<file path="src/dasb_regs.svh">
/*
 * Attribute numbers, status bit positions and attribute codes for the disk attribute and status bank.
 * Assumes the including file uses these as plain constants.
 */
`ifndef DASB_REGS_SVH
`define DASB_REGS_SVH

`define DASB_NUM_SECTORING 8'h19
`define DASB_NUM_CYL_HIGH 8'h20
`define DASB_NUM_CYL_LOW 8'h21
`define DASB_NUM_HEADS 8'h22
`define DASB_NUM_HDR_ENC 8'h30
`define DASB_NUM_HDR_PRE_LEN 8'h31
`define DASB_NUM_HDR_PRE_PAT 8'h32
`define DASB_NUM_HDR_SYNC 8'h33
`define DASB_NUM_HDR_POST_LEN 8'h34
`define DASB_NUM_HDR_POST_PAT 8'h35
`define DASB_NUM_HDR_GAP_LEN 8'h36
`define DASB_NUM_HDR_GAP_PAT 8'h37
`define DASB_NUM_DAT_ENC 8'h40
`define DASB_NUM_DAT_PRE_LEN 8'h41
`define DASB_NUM_DAT_PRE_PAT 8'h42
`define DASB_NUM_DAT_SYNC 8'h43
`define DASB_NUM_DAT_POST_LEN 8'h44
`define DASB_NUM_DAT_POST_PAT 8'h45
`define DASB_NUM_DAT_GAP_LEN 8'h46
`define DASB_NUM_DAT_GAP_PAT 8'h47

`define DASB_SECT_INVALID 8'h00
`define DASB_SECT_HARD 8'h01
`define DASB_ENC_MFM 8'h00
`define DASB_ENC_GCR 8'h01

`define DASB_GS_NOT_READY 0
`define DASB_GS_BUS_ERR 1
`define DASB_GS_ILL_CMD 2
`define DASB_GS_ILL_PARM 3
`define DASB_GS_SENSE1 4
`define DASB_GS_SENSE2 5
`define DASB_GS_BUSY 6
`define DASB_GS_COMPLETE 7

`define DASB_S1_SEEK 0
`define DASB_S1_RW 1
`define DASB_S1_POWER 2
`define DASB_S1_SPEED 4
`define DASB_S1_REJECT 5
`define DASB_S1_MASK 8'h37

`define DASB_RST_SECTORING 8'h01
`define DASB_RST_CYL 16'h0400
`define DASB_RST_HEADS 8'h04
`define DASB_RST_ENC 8'h00
`define DASB_RST_LEN 8'h0a
`define DASB_RST_PAT 8'h00
`define DASB_RST_SYNC 8'ha1

`endif

</file>
<file path="src/dasb_pkg.sv">
/*
 * Types shared by the disk attribute and status bank.
 * Assumes dasb_regs.svh supplies the numeric constants.
 */
package dasb_pkg;

	typedef struct packed {
		logic sel_num;
		logic load;
		logic report;
		logic clear_fault;
		logic clear_attn;
	} dasb_cmd_t;

	typedef struct packed {
		logic bus_error;
		logic illegal_cmd;
		logic illegal_parm;
		logic not_ready;
		logic busy;
		logic complete;
		logic seek_error;
		logic rw_fault;
		logic power_fault;
		logic speed_error;
		logic cmd_reject;
	} dasb_event_t;

	typedef enum logic [1:0] {
		DASB_IDLE,
		DASB_REPLY
	} dasb_state_t;

endpackage : dasb_pkg

</file>
<file path="src/dasb_bank.sv">
/*
 * Attribute bank 19h..47h plus general status and fault sense bytes of a disk drive.
 * Assumes command decoding outside: one-cycle strobes with a parameter byte, synchronous to ref_clk_i.
 */
`timescale 1ns/10ps
`include "dasb_regs.svh"

module dasb_bank (
	input wire logic ref_clk_i,
	input wire logic arst_n_i,
	input wire dasb_pkg::dasb_cmd_t cmd_i,
	input wire logic [7:0] parm_i,
	input wire dasb_pkg::dasb_event_t event_i,
	input wire logic [7:0] sense2_i,
	input wire logic rezero_ok_i,
	input wire logic power_ok_i,
	input wire logic speed_ok_i,
	output logic [7:0] report_data_o,
	output logic report_valid_o,
	output logic [7:0] general_status_o,
	output logic [7:0] fault_sense_o,
	output logic [7:0] attr_number_o,
	output logic attention_o
);
	import dasb_pkg::*;

	function automatic logic known_attr(input logic [7:0] n);
		known_attr = (n == `DASB_NUM_SECTORING) || (n >= `DASB_NUM_CYL_HIGH && n <= `DASB_NUM_HEADS)
			|| (n >= `DASB_NUM_HDR_ENC && n <= `DASB_NUM_HDR_GAP_PAT)
			|| (n >= `DASB_NUM_DAT_ENC && n <= `DASB_NUM_DAT_GAP_PAT);
	endfunction : known_attr

	function automatic logic code_ok(input logic [7:0] v);
		code_ok = (v == `DASB_ENC_MFM) || (v == `DASB_ENC_GCR);
	endfunction : code_ok

	// Attribute storage
	logic [7:0] attr_number;
	logic [7:0] sectoring_method;
	logic [15:0] cylinder_count;
	logic [7:0] moving_head_count;
	logic [7:0] hdr [0:7];
	logic [7:0] dat [0:7];

	// Status storage
	logic bus_error;
	logic illegal_cmd;
	logic illegal_parm;
	logic not_ready;
	logic busy;
	logic complete;
	logic [7:0] fault_sense;
	logic attention;
	logic [7:0] sense2_q;
	logic [7:0] sense1_q;
	logic nr_q;
	logic [2:0] gs_q;
	dasb_state_t state;

	// Decode of the selected attribute
	wire logic sel_known = known_attr(attr_number);
	wire logic sel_hdr = attr_number[7:4] == 4'h3 && !attr_number[3];
	wire logic sel_dat = attr_number[7:4] == 4'h4 && !attr_number[3];
	wire logic [2:0] sel_idx = attr_number[2:0];
	wire logic is_load = cmd_i.load;
	wire logic load_unknown = is_load && !sel_known;
	wire logic sect_bad = parm_i != `DASB_SECT_INVALID && parm_i != `DASB_SECT_HARD;
	wire logic load_bad = is_load && sel_known && (
		(attr_number == `DASB_NUM_SECTORING && sect_bad)
		|| (attr_number == `DASB_NUM_CYL_LOW && cylinder_count[15:8] == 8'h00 && parm_i == 8'h00)
		|| (attr_number == `DASB_NUM_CYL_HIGH && cylinder_count[7:0] == 8'h00 && parm_i == 8'h00)
		|| (attr_number == `DASB_NUM_HEADS && parm_i == 8'h00)
		|| ((attr_number == `DASB_NUM_HDR_ENC || attr_number == `DASB_NUM_DAT_ENC) && !code_ok(parm_i)));
	wire logic load_ok = is_load && sel_known && !load_bad;
	wire logic sel_bad_num = cmd_i.sel_num && !known_attr(parm_i);

	// Fault sense next value: set wins over clear
	logic [7:0] sense_set;
	logic [7:0] sense_keep;
	assign sense_set = {2'b00, event_i.cmd_reject, event_i.speed_error, 1'b0,
		event_i.power_fault, event_i.rw_fault, event_i.seek_error};
	assign sense_keep[`DASB_S1_SEEK] = !rezero_ok_i && !cmd_i.clear_fault;
	assign sense_keep[`DASB_S1_RW] = !cmd_i.clear_fault;
	assign sense_keep[`DASB_S1_POWER] = !(cmd_i.clear_fault && power_ok_i);
	assign sense_keep[3] = 1'b0;
	assign sense_keep[`DASB_S1_SPEED] = !(cmd_i.clear_fault && speed_ok_i);
	assign sense_keep[`DASB_S1_REJECT] = !cmd_i.clear_fault;
	assign sense_keep[7:6] = 2'b00;
	wire logic [7:0] next_fault_sense = ((fault_sense & sense_keep) | sense_set) & `DASB_S1_MASK;

	wire logic next_bus_error = event_i.bus_error || (bus_error && !cmd_i.clear_fault);
	wire logic next_illegal_cmd = event_i.illegal_cmd || load_unknown || sel_bad_num
		|| (illegal_cmd && !cmd_i.clear_fault);
	wire logic next_illegal_parm = event_i.illegal_parm || load_bad
		|| (illegal_parm && !cmd_i.clear_fault);
	wire logic next_complete = event_i.complete || (complete && !cmd_i.clear_attn);

	// General status assembly
	wire logic [7:0] status_byte = {complete, busy, |sense2_i, |fault_sense,
		illegal_parm, illegal_cmd, bus_error, not_ready};

	// Attention on rising edges of flagged bits and any ready change
	wire logic [2:0] gs_att = {illegal_parm, illegal_cmd, bus_error};
	wire logic rise = (|(gs_att & ~gs_q)) || (|(fault_sense & ~sense1_q))
		|| (|(sense2_i & ~sense2_q & 8'h23));
	wire logic ready_change = not_ready != nr_q;
	wire logic next_attention = rise || ready_change || (attention && !cmd_i.clear_attn);

	// Report multiplexer
	logic [7:0] attr_value;
	always_comb begin
		attr_value = 8'h00;
		if (attr_number == `DASB_NUM_SECTORING)
			attr_value = sectoring_method;
		else if (attr_number == `DASB_NUM_CYL_HIGH)
			attr_value = cylinder_count[15:8];
		else if (attr_number == `DASB_NUM_CYL_LOW)
			attr_value = cylinder_count[7:0];
		else if (attr_number == `DASB_NUM_HEADS)
			attr_value = moving_head_count;
		else if (sel_hdr)
			attr_value = hdr[sel_idx];
		else if (sel_dat)
			attr_value = dat[sel_idx];
	end

	// Scalar attribute write enables and next values
	wire logic we_sectoring = load_ok && attr_number == `DASB_NUM_SECTORING;
	wire logic we_cyl_high = load_ok && attr_number == `DASB_NUM_CYL_HIGH;
	wire logic we_cyl_low = load_ok && attr_number == `DASB_NUM_CYL_LOW;
	wire logic we_heads = load_ok && attr_number == `DASB_NUM_HEADS;
	wire logic [7:0] next_attr_number = (cmd_i.sel_num && !sel_bad_num) ? parm_i : attr_number;
	wire logic [7:0] next_sectoring_method = we_sectoring ? parm_i : sectoring_method;
	wire logic [7:0] next_cyl_high = we_cyl_high ? parm_i : cylinder_count[15:8];
	wire logic [7:0] next_cyl_low = we_cyl_low ? parm_i : cylinder_count[7:0];
	wire logic [7:0] next_moving_head_count = we_heads ? parm_i : moving_head_count;

	// Selected attribute number
	always_ff @(posedge ref_clk_i or negedge arst_n_i) begin
		if (!arst_n_i) begin
			attr_number <= `DASB_NUM_SECTORING;
		end else begin
			attr_number <= next_attr_number;
		end
	end

	// Sectoring method
	always_ff @(posedge ref_clk_i or negedge arst_n_i) begin
		if (!arst_n_i) begin
			sectoring_method <= `DASB_RST_SECTORING;
		end else begin
			sectoring_method <= next_sectoring_method;
		end
	end

	// Cylinder count, both bytes
	always_ff @(posedge ref_clk_i or negedge arst_n_i) begin
		if (!arst_n_i) begin
			cylinder_count <= `DASB_RST_CYL;
		end else begin
			cylinder_count <= {next_cyl_high, next_cyl_low};
		end
	end

	// Moving head count
	always_ff @(posedge ref_clk_i or negedge arst_n_i) begin
		if (!arst_n_i) begin
			moving_head_count <= `DASB_RST_HEADS;
		end else begin
			moving_head_count <= next_moving_head_count;
		end
	end

	// Reset value of one field format slot
	function automatic logic [7:0] fmt_reset(input int idx);
		case (idx)
			0: fmt_reset = `DASB_RST_ENC;
			3: fmt_reset = `DASB_RST_SYNC;
			1, 4, 6: fmt_reset = `DASB_RST_LEN;
			default: fmt_reset = `DASB_RST_PAT;
		endcase
	endfunction : fmt_reset

	// Field format attributes, header then data group
	wire logic [7:0] hdr_we;
	wire logic [7:0] dat_we;
	genvar gi;
	generate
		for (gi = 0; gi < 8; gi++) begin : g_hdr
			localparam logic [7:0] RST = fmt_reset(gi);
			assign hdr_we[gi] = load_ok && sel_hdr && sel_idx == 3'(gi);
			always_ff @(posedge ref_clk_i or negedge arst_n_i) begin
				if (!arst_n_i) begin
					hdr[gi] <= RST;
				end else if (hdr_we[gi]) begin
					hdr[gi] <= parm_i;
				end
			end
		end
		for (gi = 0; gi < 8; gi++) begin : g_dat
			localparam logic [7:0] RST = fmt_reset(gi);
			assign dat_we[gi] = load_ok && sel_dat && sel_idx == 3'(gi);
			always_ff @(posedge ref_clk_i or negedge arst_n_i) begin
				if (!arst_n_i) begin
					dat[gi] <= RST;
				end else if (dat_we[gi]) begin
					dat[gi] <= parm_i;
				end
			end
		end
	endgenerate

	// Control bus error, sticky until clear fault
	always_ff @(posedge ref_clk_i or negedge arst_n_i) begin
		if (!arst_n_i) begin
			bus_error <= 1'b0;
		end else begin
			bus_error <= next_bus_error;
		end
	end

	// Illegal command, sticky until clear fault
	always_ff @(posedge ref_clk_i or negedge arst_n_i) begin
		if (!arst_n_i) begin
			illegal_cmd <= 1'b0;
		end else begin
			illegal_cmd <= next_illegal_cmd;
		end
	end

	// Illegal parameter, sticky until clear fault
	always_ff @(posedge ref_clk_i or negedge arst_n_i) begin
		if (!arst_n_i) begin
			illegal_parm <= 1'b0;
		end else begin
			illegal_parm <= next_illegal_parm;
		end
	end

	// Not ready follows the drive
	always_ff @(posedge ref_clk_i or negedge arst_n_i) begin
		if (!arst_n_i) begin
			not_ready <= 1'b1;
		end else begin
			not_ready <= event_i.not_ready;
		end
	end

	// Busy follows execution
	always_ff @(posedge ref_clk_i or negedge arst_n_i) begin
		if (!arst_n_i) begin
			busy <= 1'b0;
		end else begin
			busy <= event_i.busy;
		end
	end

	// Normal complete, sticky until clear attention
	always_ff @(posedge ref_clk_i or negedge arst_n_i) begin
		if (!arst_n_i) begin
			complete <= 1'b0;
		end else begin
			complete <= next_complete;
		end
	end

	// Fault sense byte
	always_ff @(posedge ref_clk_i or negedge arst_n_i) begin
		if (!arst_n_i) begin
			fault_sense <= 8'h00;
		end else begin
			fault_sense <= next_fault_sense;
		end
	end

	// Previous status flags for edge detection
	always_ff @(posedge ref_clk_i or negedge arst_n_i) begin
		if (!arst_n_i) begin
			gs_q <= 3'h0;
		end else begin
			gs_q <= gs_att;
		end
	end

	// Previous fault sense byte
	always_ff @(posedge ref_clk_i or negedge arst_n_i) begin
		if (!arst_n_i) begin
			sense1_q <= 8'h00;
		end else begin
			sense1_q <= fault_sense;
		end
	end

	// Previous sense byte 2
	always_ff @(posedge ref_clk_i or negedge arst_n_i) begin
		if (!arst_n_i) begin
			sense2_q <= 8'h00;
		end else begin
			sense2_q <= sense2_i;
		end
	end

	// Previous not ready, idle level matches its reset
	always_ff @(posedge ref_clk_i or negedge arst_n_i) begin
		if (!arst_n_i) begin
			nr_q <= 1'b1;
		end else begin
			nr_q <= not_ready;
		end
	end

	// Attention condition
	always_ff @(posedge ref_clk_i or negedge arst_n_i) begin
		if (!arst_n_i) begin
			attention <= 1'b0;
		end else begin
			attention <= next_attention;
		end
	end

	// Report answer one cycle after the request; a report during the reply is ignored
	wire logic take_report = state == DASB_IDLE && cmd_i.report;
	wire logic [7:0] next_report_data = take_report ? (sel_known ? attr_value : status_byte) : report_data_o;

	// Reply byte
	always_ff @(posedge ref_clk_i or negedge arst_n_i) begin
		if (!arst_n_i) begin
			report_data_o <= 8'h00;
		end else begin
			report_data_o <= next_report_data;
		end
	end

	// Reply state
	always_ff @(posedge ref_clk_i or negedge arst_n_i) begin
		if (!arst_n_i) begin
			state <= DASB_IDLE;
		end else begin
			case (state)
				DASB_IDLE: begin
					if (cmd_i.report) begin
						state <= DASB_REPLY;
					end
				end
				DASB_REPLY: begin
					state <= DASB_IDLE;
				end
				default: begin
					state <= DASB_IDLE;
				end
			endcase
		end
	end

	assign report_valid_o = state == DASB_REPLY;
	assign general_status_o = status_byte;
	assign fault_sense_o = fault_sense;
	assign attr_number_o = attr_number;
	assign attention_o = attention;

endmodule : dasb_bank

</file>
<file path="config.mk">
export PLATFORM = sky130hd
export DESIGN_NAME = dasb_bank
export DESIGN_NICKNAME = d
export VERILOG_FILES = /design/src/dasb_pkg.sv /design/src/dasb_bank.sv
export VERILOG_INCLUDE_DIRS = /design/src
export SDC_FILE = /design/constraint.sdc
export NUM_CORES = 1
export LEC_CHECK = 0
export ABC_AREA = 1
export BUFFER_PORTS_ARGS = -buffer_cell sky130_fd_sc_hd__buf_4
export CELL_PAD_IN_SITES_DETAIL_PLACEMENT = 0
export CELL_PAD_IN_SITES_GLOBAL_PLACEMENT = 1
export CORE_ASPECT_RATIO = 0.9
export CORE_MARGIN = 2
export CORE_UTILIZATION = 47
export CTS_BUF_LIST = sky130_fd_sc_hd__clkbuf_2 sky130_fd_sc_hd__clkbuf_4 sky130_fd_sc_hd__clkbuf_8
export CTS_CLUSTER_DIAMETER = 60
export CTS_CLUSTER_SIZE = 10
export DETAILED_ROUTE_END_ITERATION = 10
export GPL_TIMING_DRIVEN = 1
export PLACE_DENSITY = 0.85
export RECOVER_POWER = 50
export SLEW_MARGIN = 20
export SYNTH_ARGS = -nofsm -noshare
export SYNTH_HDL_FRONTEND = slang
export SYNTH_SLANG_ARGS = --single-unit
</file>
<file path="constraint.sdc">
create_clock -name ref_clk_i -period 2.5 [get_ports ref_clk_i]
set_clock_uncertainty 0.1 [all_clocks]
set_input_delay 0.375 -clock ref_clk_i [delete_from_list [all_inputs] [get_ports ref_clk_i]]
set_output_delay 0.375 -clock ref_clk_i [all_outputs]
set_load 0.01 [all_outputs]
</file>
## Word-level counts from Yosys, hierarchy flattened

Index checks and enable logic that the tools add are counted.

| storage, ports and cells | value |
|---|---|
| bits in registers | 205 |
| input bits | 37 |
| output and inout bits | 34 |
| logic and storage cells | 191 |

| operators by class | value |
|---|---|
| $lt $le $gt $ge | 13 |
| equality and inequality tests | 21 |
| mux-type cells | 15 |
| bitwise gates (word level) | 9 |
| reduce and logical (&&, ||, !) cells | 98 |

Operator list:

| kind | count |
|---|---|
| $mux 8 | 11 |
| $logic_and 1x1->1 | 53 |
| $bmux 8 s3 | 2 |
| $eq 8x6->1 const B | 4 |
| $ge 8x6->1 const B | 4 |
| $le 8x6->1 const B | 4 |
| $logic_not 8->1 | 3 |
| $logic_or 1x1->1 | 23 |
| $eq 8x5->1 const B | 2 |
| $ge 8x7->1 const B | 2 |
| $le 8x7->1 const B | 2 |
| $reduce_or 8->1 | 2 |
| $and 6x6->6 | 2 |
| $eq 3x3->1 const B | 4 |
| $logic_not 1->1 | 11 |
| $and 6x8->8 | 1 |
| $eq 8x1->1 const B | 1 |
| $eq 8x7->1 const B | 1 |
| $ne 8x1->1 const B | 1 |
| $not 6->8 | 1 |
| $reduce_bool 8->1 | 1 |
| $eq 3x2->1 const B | 2 |
| $not 6->6 | 1 |
| $or 6x6->6 | 1 |
| 15 further kinds | 17 |

## Longest topological paths before layout

| logic depth | value |
|---|---|
| word-level depth | 12 |
| gate-level depth with buffers | 15 |

## Least setup slack after synthesis

Ideal clock, no wire load.

| timing path | value |
|---|---|
| kind | register -> register |
| from | reg attr_number[0], in the netlist attr_number_o[0] |
| to | reg dat[10] (netlist bit) |
| library setup time | 117 ps |
| arrival | 1955 ps |
| required time | 2283 ps |
| setup slack | 328 ps |
| cell stages (with the launch flop) | 14 |
| buffers on the path | 2 |
| period minus slack after synthesis | 2172 ps |
| path through | dfstp_2 buf_2 nand2_2 nor2_2 inv_2 nor2_1 nor2_2 nand2_4 nand2_4 nor2_8 buf_6 nand3_2 nand2_1 nand2_1 |

| between the ends | value |
|---|---|
| cells in the longest elaborated chain, start to end | 12 |
| elaborated cells on any way between the ends | 37 |

RTL lines:

| item | line | text |
|---|---|---|
| start: declaration | dasb_bank.sv:38 | `logic [7:0] attr_number;` |
| start signal: assignment | dasb_bank.sv:141 | `` attr_number <= `DASB_NUM_SECTORING; `` |
| start signal: assignment | dasb_bank.sv:143 | `attr_number <= next_attr_number;` |
| branches (longest 11 deep; another with $ge 8x6->1) | n/a |  |
| $logic_and 1x1->1 (*) | dasb_bank.sv:202 | `assign dat_we[gi] = load_ok && sel_dat && sel_idx == 3'(gi);` |
| end signal: indexed assignment | dasb_bank.sv:207 | `dat[gi] <= parm_i;` |
| end: declaration | dasb_bank.sv:43 | `logic [7:0] dat [0:7];` |

Mark *: on every way between the ends.
A chain may end at the register's enable or synchronous reset.

## Worst setup path after layout

| timing path | value |
|---|---|
| from | reg attr_number[0], in the netlist attr_number_o[0] |
| to | reg report_data_o[7] |

| between the ends | value |
|---|---|
| cells in the longest elaborated chain, start to end | 11 |
| elaborated cells on any way between the ends | 30 |

RTL lines:

| item | line | text |
|---|---|---|
| $not 3->4 (implied by the code) | dasb_bank.sv:122, dasb_bank.sv:124 |  |
| $bmux 8 s3 | dasb_bank.sv:124 | `attr_value = dat[sel_idx];` |
| $mux 8 (implied by the code) (2 in a row) | dasb_bank.sv:124 |  |
| $mux 8 | dasb_bank.sv:123 | `else if (sel_dat)` |
| $mux 8 | dasb_bank.sv:121 | `else if (sel_hdr)` |
| $mux 8 | dasb_bank.sv:119 | `` else if (attr_number == `DASB_NUM_HEADS) `` |
| $mux 8 | dasb_bank.sv:117 | `` else if (attr_number == `DASB_NUM_CYL_LOW) `` |
| $mux 8 | dasb_bank.sv:115 | `` else if (attr_number == `DASB_NUM_CYL_HIGH) `` |
| $mux 8 | dasb_bank.sv:113 | `` if (attr_number == `DASB_NUM_SECTORING) `` |
| $mux 8 (*) | dasb_bank.sv:323 | `wire logic [7:0] next_report_data = take_report ? (sel_known ? attr_value : status_byte) : report_data_o;` |
| end signal: assignment | dasb_bank.sv:330 | `report_data_o <= next_report_data;` |
| end: declaration | dasb_bank.sv:18 | `output logic [7:0] report_data_o,` |

Mark *: on every way between the ends. The rest lies on a longest branch, timed or not. The select of a mux whose other input is x is not followed.

==> key figures <==
Status
  • Status: completed

Die
  • Total core area: approximately 21000 um2
  • I/O pin count: 71
  • Site Rows: 51
  • Die Y: 144 um
  • Starting Density: between 40% and 50%
  • Full die area: about 23000 um2
  • DIE WIDTH: roughly 160 um

Worst hold path
  • Hold depth: 3
  • Hold Path End: illegal_parm
  • Hold Startpoint: cmd_i[3]
  • HP Class: in -> reg

Power and ir drop
  • Switching share of power: between 30% and 40%
  • Worst vdd ir: around 460 uV
  • Flop pwr share: 44.3%
  • P_sw: 0.00338 W
  • Clk pwr share: approximately a quarter
  • Internal power: 0.00584 W
  • Comb pwr share: between 30% and 40%
  • P per Cell Area: approximately 780 nW/um2
  • Leakage: ~6.1 nW

Critical path
  • Buf/Inv on CP: 1
  • Worst-path cell chain: buf_4, o21ai_0, nand2_1, nand3_1, nand3_1, nand2_1, nor2_1, nand4_1, nand2_1, nand2_1
  • Critical Path Start Type: flip-flop
  • CP endpoint kind: flip-flop
  • FF-to-FF Start: attr_number_o[0]
  • Worst r2r path cells: 10
  • Delay of the slowest critical-path stage: 0.64 ns
  • Crit path max fanout: 34
  • RR Endpoint: report_data_o[7]
  • CP dominant cell by count: nand2_1
  • CP top delay family: simple AND/OR/NAND/NOR gates
  • Worst endpoint data arrival time: approximately 2.7 ns
  • Worst path required time: around 2.8 ns
  • Setup Crit Path Kind: reg -> reg
  • Crit path max-delay cell type: dfstp_2
  • FF-to-FF setup slack: about 0.13 ns

Clock tree
  • CTS tree: built
  • CTS max path bufs: 3
  • Clock Root Buffer: clkbuf_8
  • Clock Latency Late Sink: between 0.5 and 0.6 ns
  • CTS buffer count: 24
  • Reg clk slew, reported paths: ~0.07 ns
  • Clk sinks: 201
  • H-tree Lvls: 1

Routing
  • DR DRC count: 0
  • Total number of vias: roughly 9.2k
  • DRT iter0 DRCs: 848
  • Post-DRT Antenna Nets: 0
  • Via density: between 5 and 6
  • First-pass DRT Iterations: 7
  • Drt total wl: between 30 and 40 mm
  • Drt wl/cell: approximately 18 um

Synth
  • Predominant post-synthesis flop cell: dfrtp_1
  • Fraction of registers with async set/reset: between 90% and 100%
  • Ys Warns: 0
  • Post-Synth Adder-Cell Area: 0%
  • Main combinational cell family by area after synthesis: simple AND/OR/NAND/NOR gates
  • Number of synthesized flops with an enable pin: 0
  • Compound-Gate Fraction of Synth Area: between 4 and 5%
  • Mapped Area: between 10000 and 15000 um2
  • Flop and latch count out of synthesis: about 200
  • Syn avg cell area: roughly 7.7 um2
  • Synth area leader: dfrtp_1
  • XOR/XNOR share of the synthesized area: 0%
  • Yosys top cell area share: ~43%
  • Simple-gate share of the synthesized area: 37.7%
  • Synth cell types: 37
  • Seq/Total Area, Yosys: 49.7%
  • Syn Inst Count: about 1.3k
  • Synth area leaders: dfrtp_1 43%, nand2_1 20%, nand4_1 8.3%
  • Post-synthesis mux area share: 0%

Placement
  • Routability cong.: 0.902
  • Post-DP HPWL: 20.2 mm
  • Port Buffers: 67
  • Cell count after placement: between 1.5k and 2k
  • Post-Place Cell Area: 11000 um2

Global route
  • Antenna violations before repair: 0
  • Total global routing overflow: 0
  • GRT Resource Usage Total: between 20% and 30%
  • First-pass GRT wire length: between 40 and 50 mm
  • Vias in the first global route: about 8.5k
  • Largest net degree at the start of global routing: 60

STA
  • Relative slew margins: under 10%
  • Slew @ Worst Pin: ~1.4 ns
  • Final Hold Fails: 0
  • RSZ-0062 raised after global routing: yes
  • Minimum clock period: 2.37 ns
  • Period utilisation layout: a little over nine tenths
  • FMAX: 0.423 GHz
  • Final Max Slew Viols: 0
  • Worst hold margin: 0.0224 ns
  • Sum Neg Setup Slack: 0 ns
  • Setup violators final: 0

Layout
  • Area delta synth->final: 15.8%
  • Layout cell share with drive strength beyond 1: about 17%
  • Fin nets: ~1.4k
  • Inserted Diodes: 0
  • Final non-filler cell total: between 1.5k and 2k
  • Final instance area: roughly 12000 um2
  • Core Util, Final: between 50% and 60%

Flow run
  • Maxcap violations: 0
-- cells in the mapped netlist (2+ instances only) --
cell and number:
nand2_1 539, dfrtp_1 175, nand4_1 136, inv_1 85, nand3_1 70, nor2_1 59, clkbuf_1 46, o21ai_0 42
dfstp_2 26, a21oi_1 14, buf_4 14, nand3_2 12, buf_1 11, inv_2 11, buf_6 10, buf_2 9
or2_2 9, o21ai_1 8, nand2_2 7, nor2_2 5, nor3_1 5, o21bai_1 5, nand3b_1 4, o22ai_1 4
nand2_4 3, and2_0 2, nor2_4 2
-- registers in the layout (all words and copies together) (netlist names) --
signal / cells
dat: 64
hdr: 64
state: 1
attention_o: 1
sense1_q: 5
nr_q: 1
cylinder_count: 16
complete: 1
sectoring_method: 8
bus_error: 1
attr_number_o: 8
fault_sense_o: 5
illegal_cmd: 1
moving_head_count: 8
illegal_parm: 1
report_data_o: 8
sense2_q: 3
busy: 1
gs_q: 3
not_ready: 1
-- tightest hold or removal path, stage by stage --
cell	delay, ns
buf_4	0.11
a31oi_1	0.08
nand2_1	0.05
-- power groups by stage --
| stage | Combinational, W | Clock (W) | Sequential (W) |
|---|---|---|---|
| 6_report | 0.00277 | 0.00237 | 0.00408 |
| 5_1_grt | 0.00305 | 0.00254 | 0.00413 |
| 4_1_cts | 0.00266 | 0.00242 | 0.00407 |
| 3_5_place_dp | 0.00262 | 0 | 0.00413 |
| 3_3_place_gp | 0.00259 | 0 | 0.00412 |
| 2_1_floorplan | 0.00172 | 0 | 0.00404 |
-- cell usage in the layout, fill, tap and decap left out, types with 4 or more instances in the layout --
| cell | n |
|---|---|
| nand3_4 | 5 |
| dlygate4sd3_1 | 22 |
| nor3_1 | 5 |
| nand3b_1 | 4 |
| nand4_1 | 136 |
| buf_4 | 107 |
| o22ai_1 | 4 |
| nor2_2 | 6 |
| nand3_1 | 68 |
| dfstp_2 | 25 |
| o21bai_1 | 5 |
| clkbuf_4 | 17 |
| dfrtp_1 | 175 |
| nand3_2 | 9 |
| clkbuf_8 | 26 |
| or2_2 | 9 |
| nor2_1 | 58 |
| o21ai_1 | 8 |
| inv_1 | 85 |
| inv_2 | 11 |
| o21ai_0 | 42 |
| nand2_1 | 539 |
| nand2_2 | 7 |
| a21oi_1 | 14 |
-- what timing repair did --
item,CTS,global route
hold buffers,22,0
buffers inserted,0,2
endpoints found under the setup margin,0,82
gates resized for setup,0,8
endpoints found under the hold margin,57,0
-- layout make-up --
cell class | instances | area [um2]
inverter | 96 | 360
tap | 291 | 364
sequential | 201 | 5060
fill | 2098 | 9640
clock buffer | 40 | 463
timing repair buffer | 144 | 1210
multi-input combinational | 937 | 4340
clock inverter | 1 | 5.00
-- metrics by stage --
stage / setup WS (ns) / total power, W
detailed placement: 0.100 / 0.00675
CTS: 0.0719 / 0.00915
global placement: -0.0180 / 0.00671
global route: -0.0363 / 0.00973
finish: 0.135 / 0.00922
floorplan: 0.328 / 0.00576
-- how the worst max path moves through the flow --
stage / startpoint / endpoint / slack (ns) / depth (start not counted)
6_report: attr_number_o[0] / report_data_o[7] / 0.13 / 10
3_5_place_dp: attr_number_o[0] / dat[22] / 0.10 / 12
3_3_place_gp: attr_number_o[2] / hdr[41] / -0.02 / 5
2_1_floorplan: attr_number_o[0] / dat[10] / 0.33 / 13
5_1_grt: attr_number_o[7] / dat[30] / -0.04 / 13
4_1_cts: attr_number_o[7] / dat[22] / 0.07 / 13
-- kinds of logic after synthesis --
family | count (synthesis)
flip-flops | 201
AND/OR/NAND/NOR | 854
other | 1
buffers and inverters | 187
AO/OA/AOI/OAI | 80
-- routing by layer --
metal / track usage [%] / wire length [um] / vias up
met2: 37.6 / 12800 / 348
met1: 42.1 / 14200 / 4360
met5: 0 / 0 / -
li1: - / - / 4455
met3: 4.01 / 2740 / 58
met4: 7.56 / 806 / 0
Power figures use the tool's default switching activity.
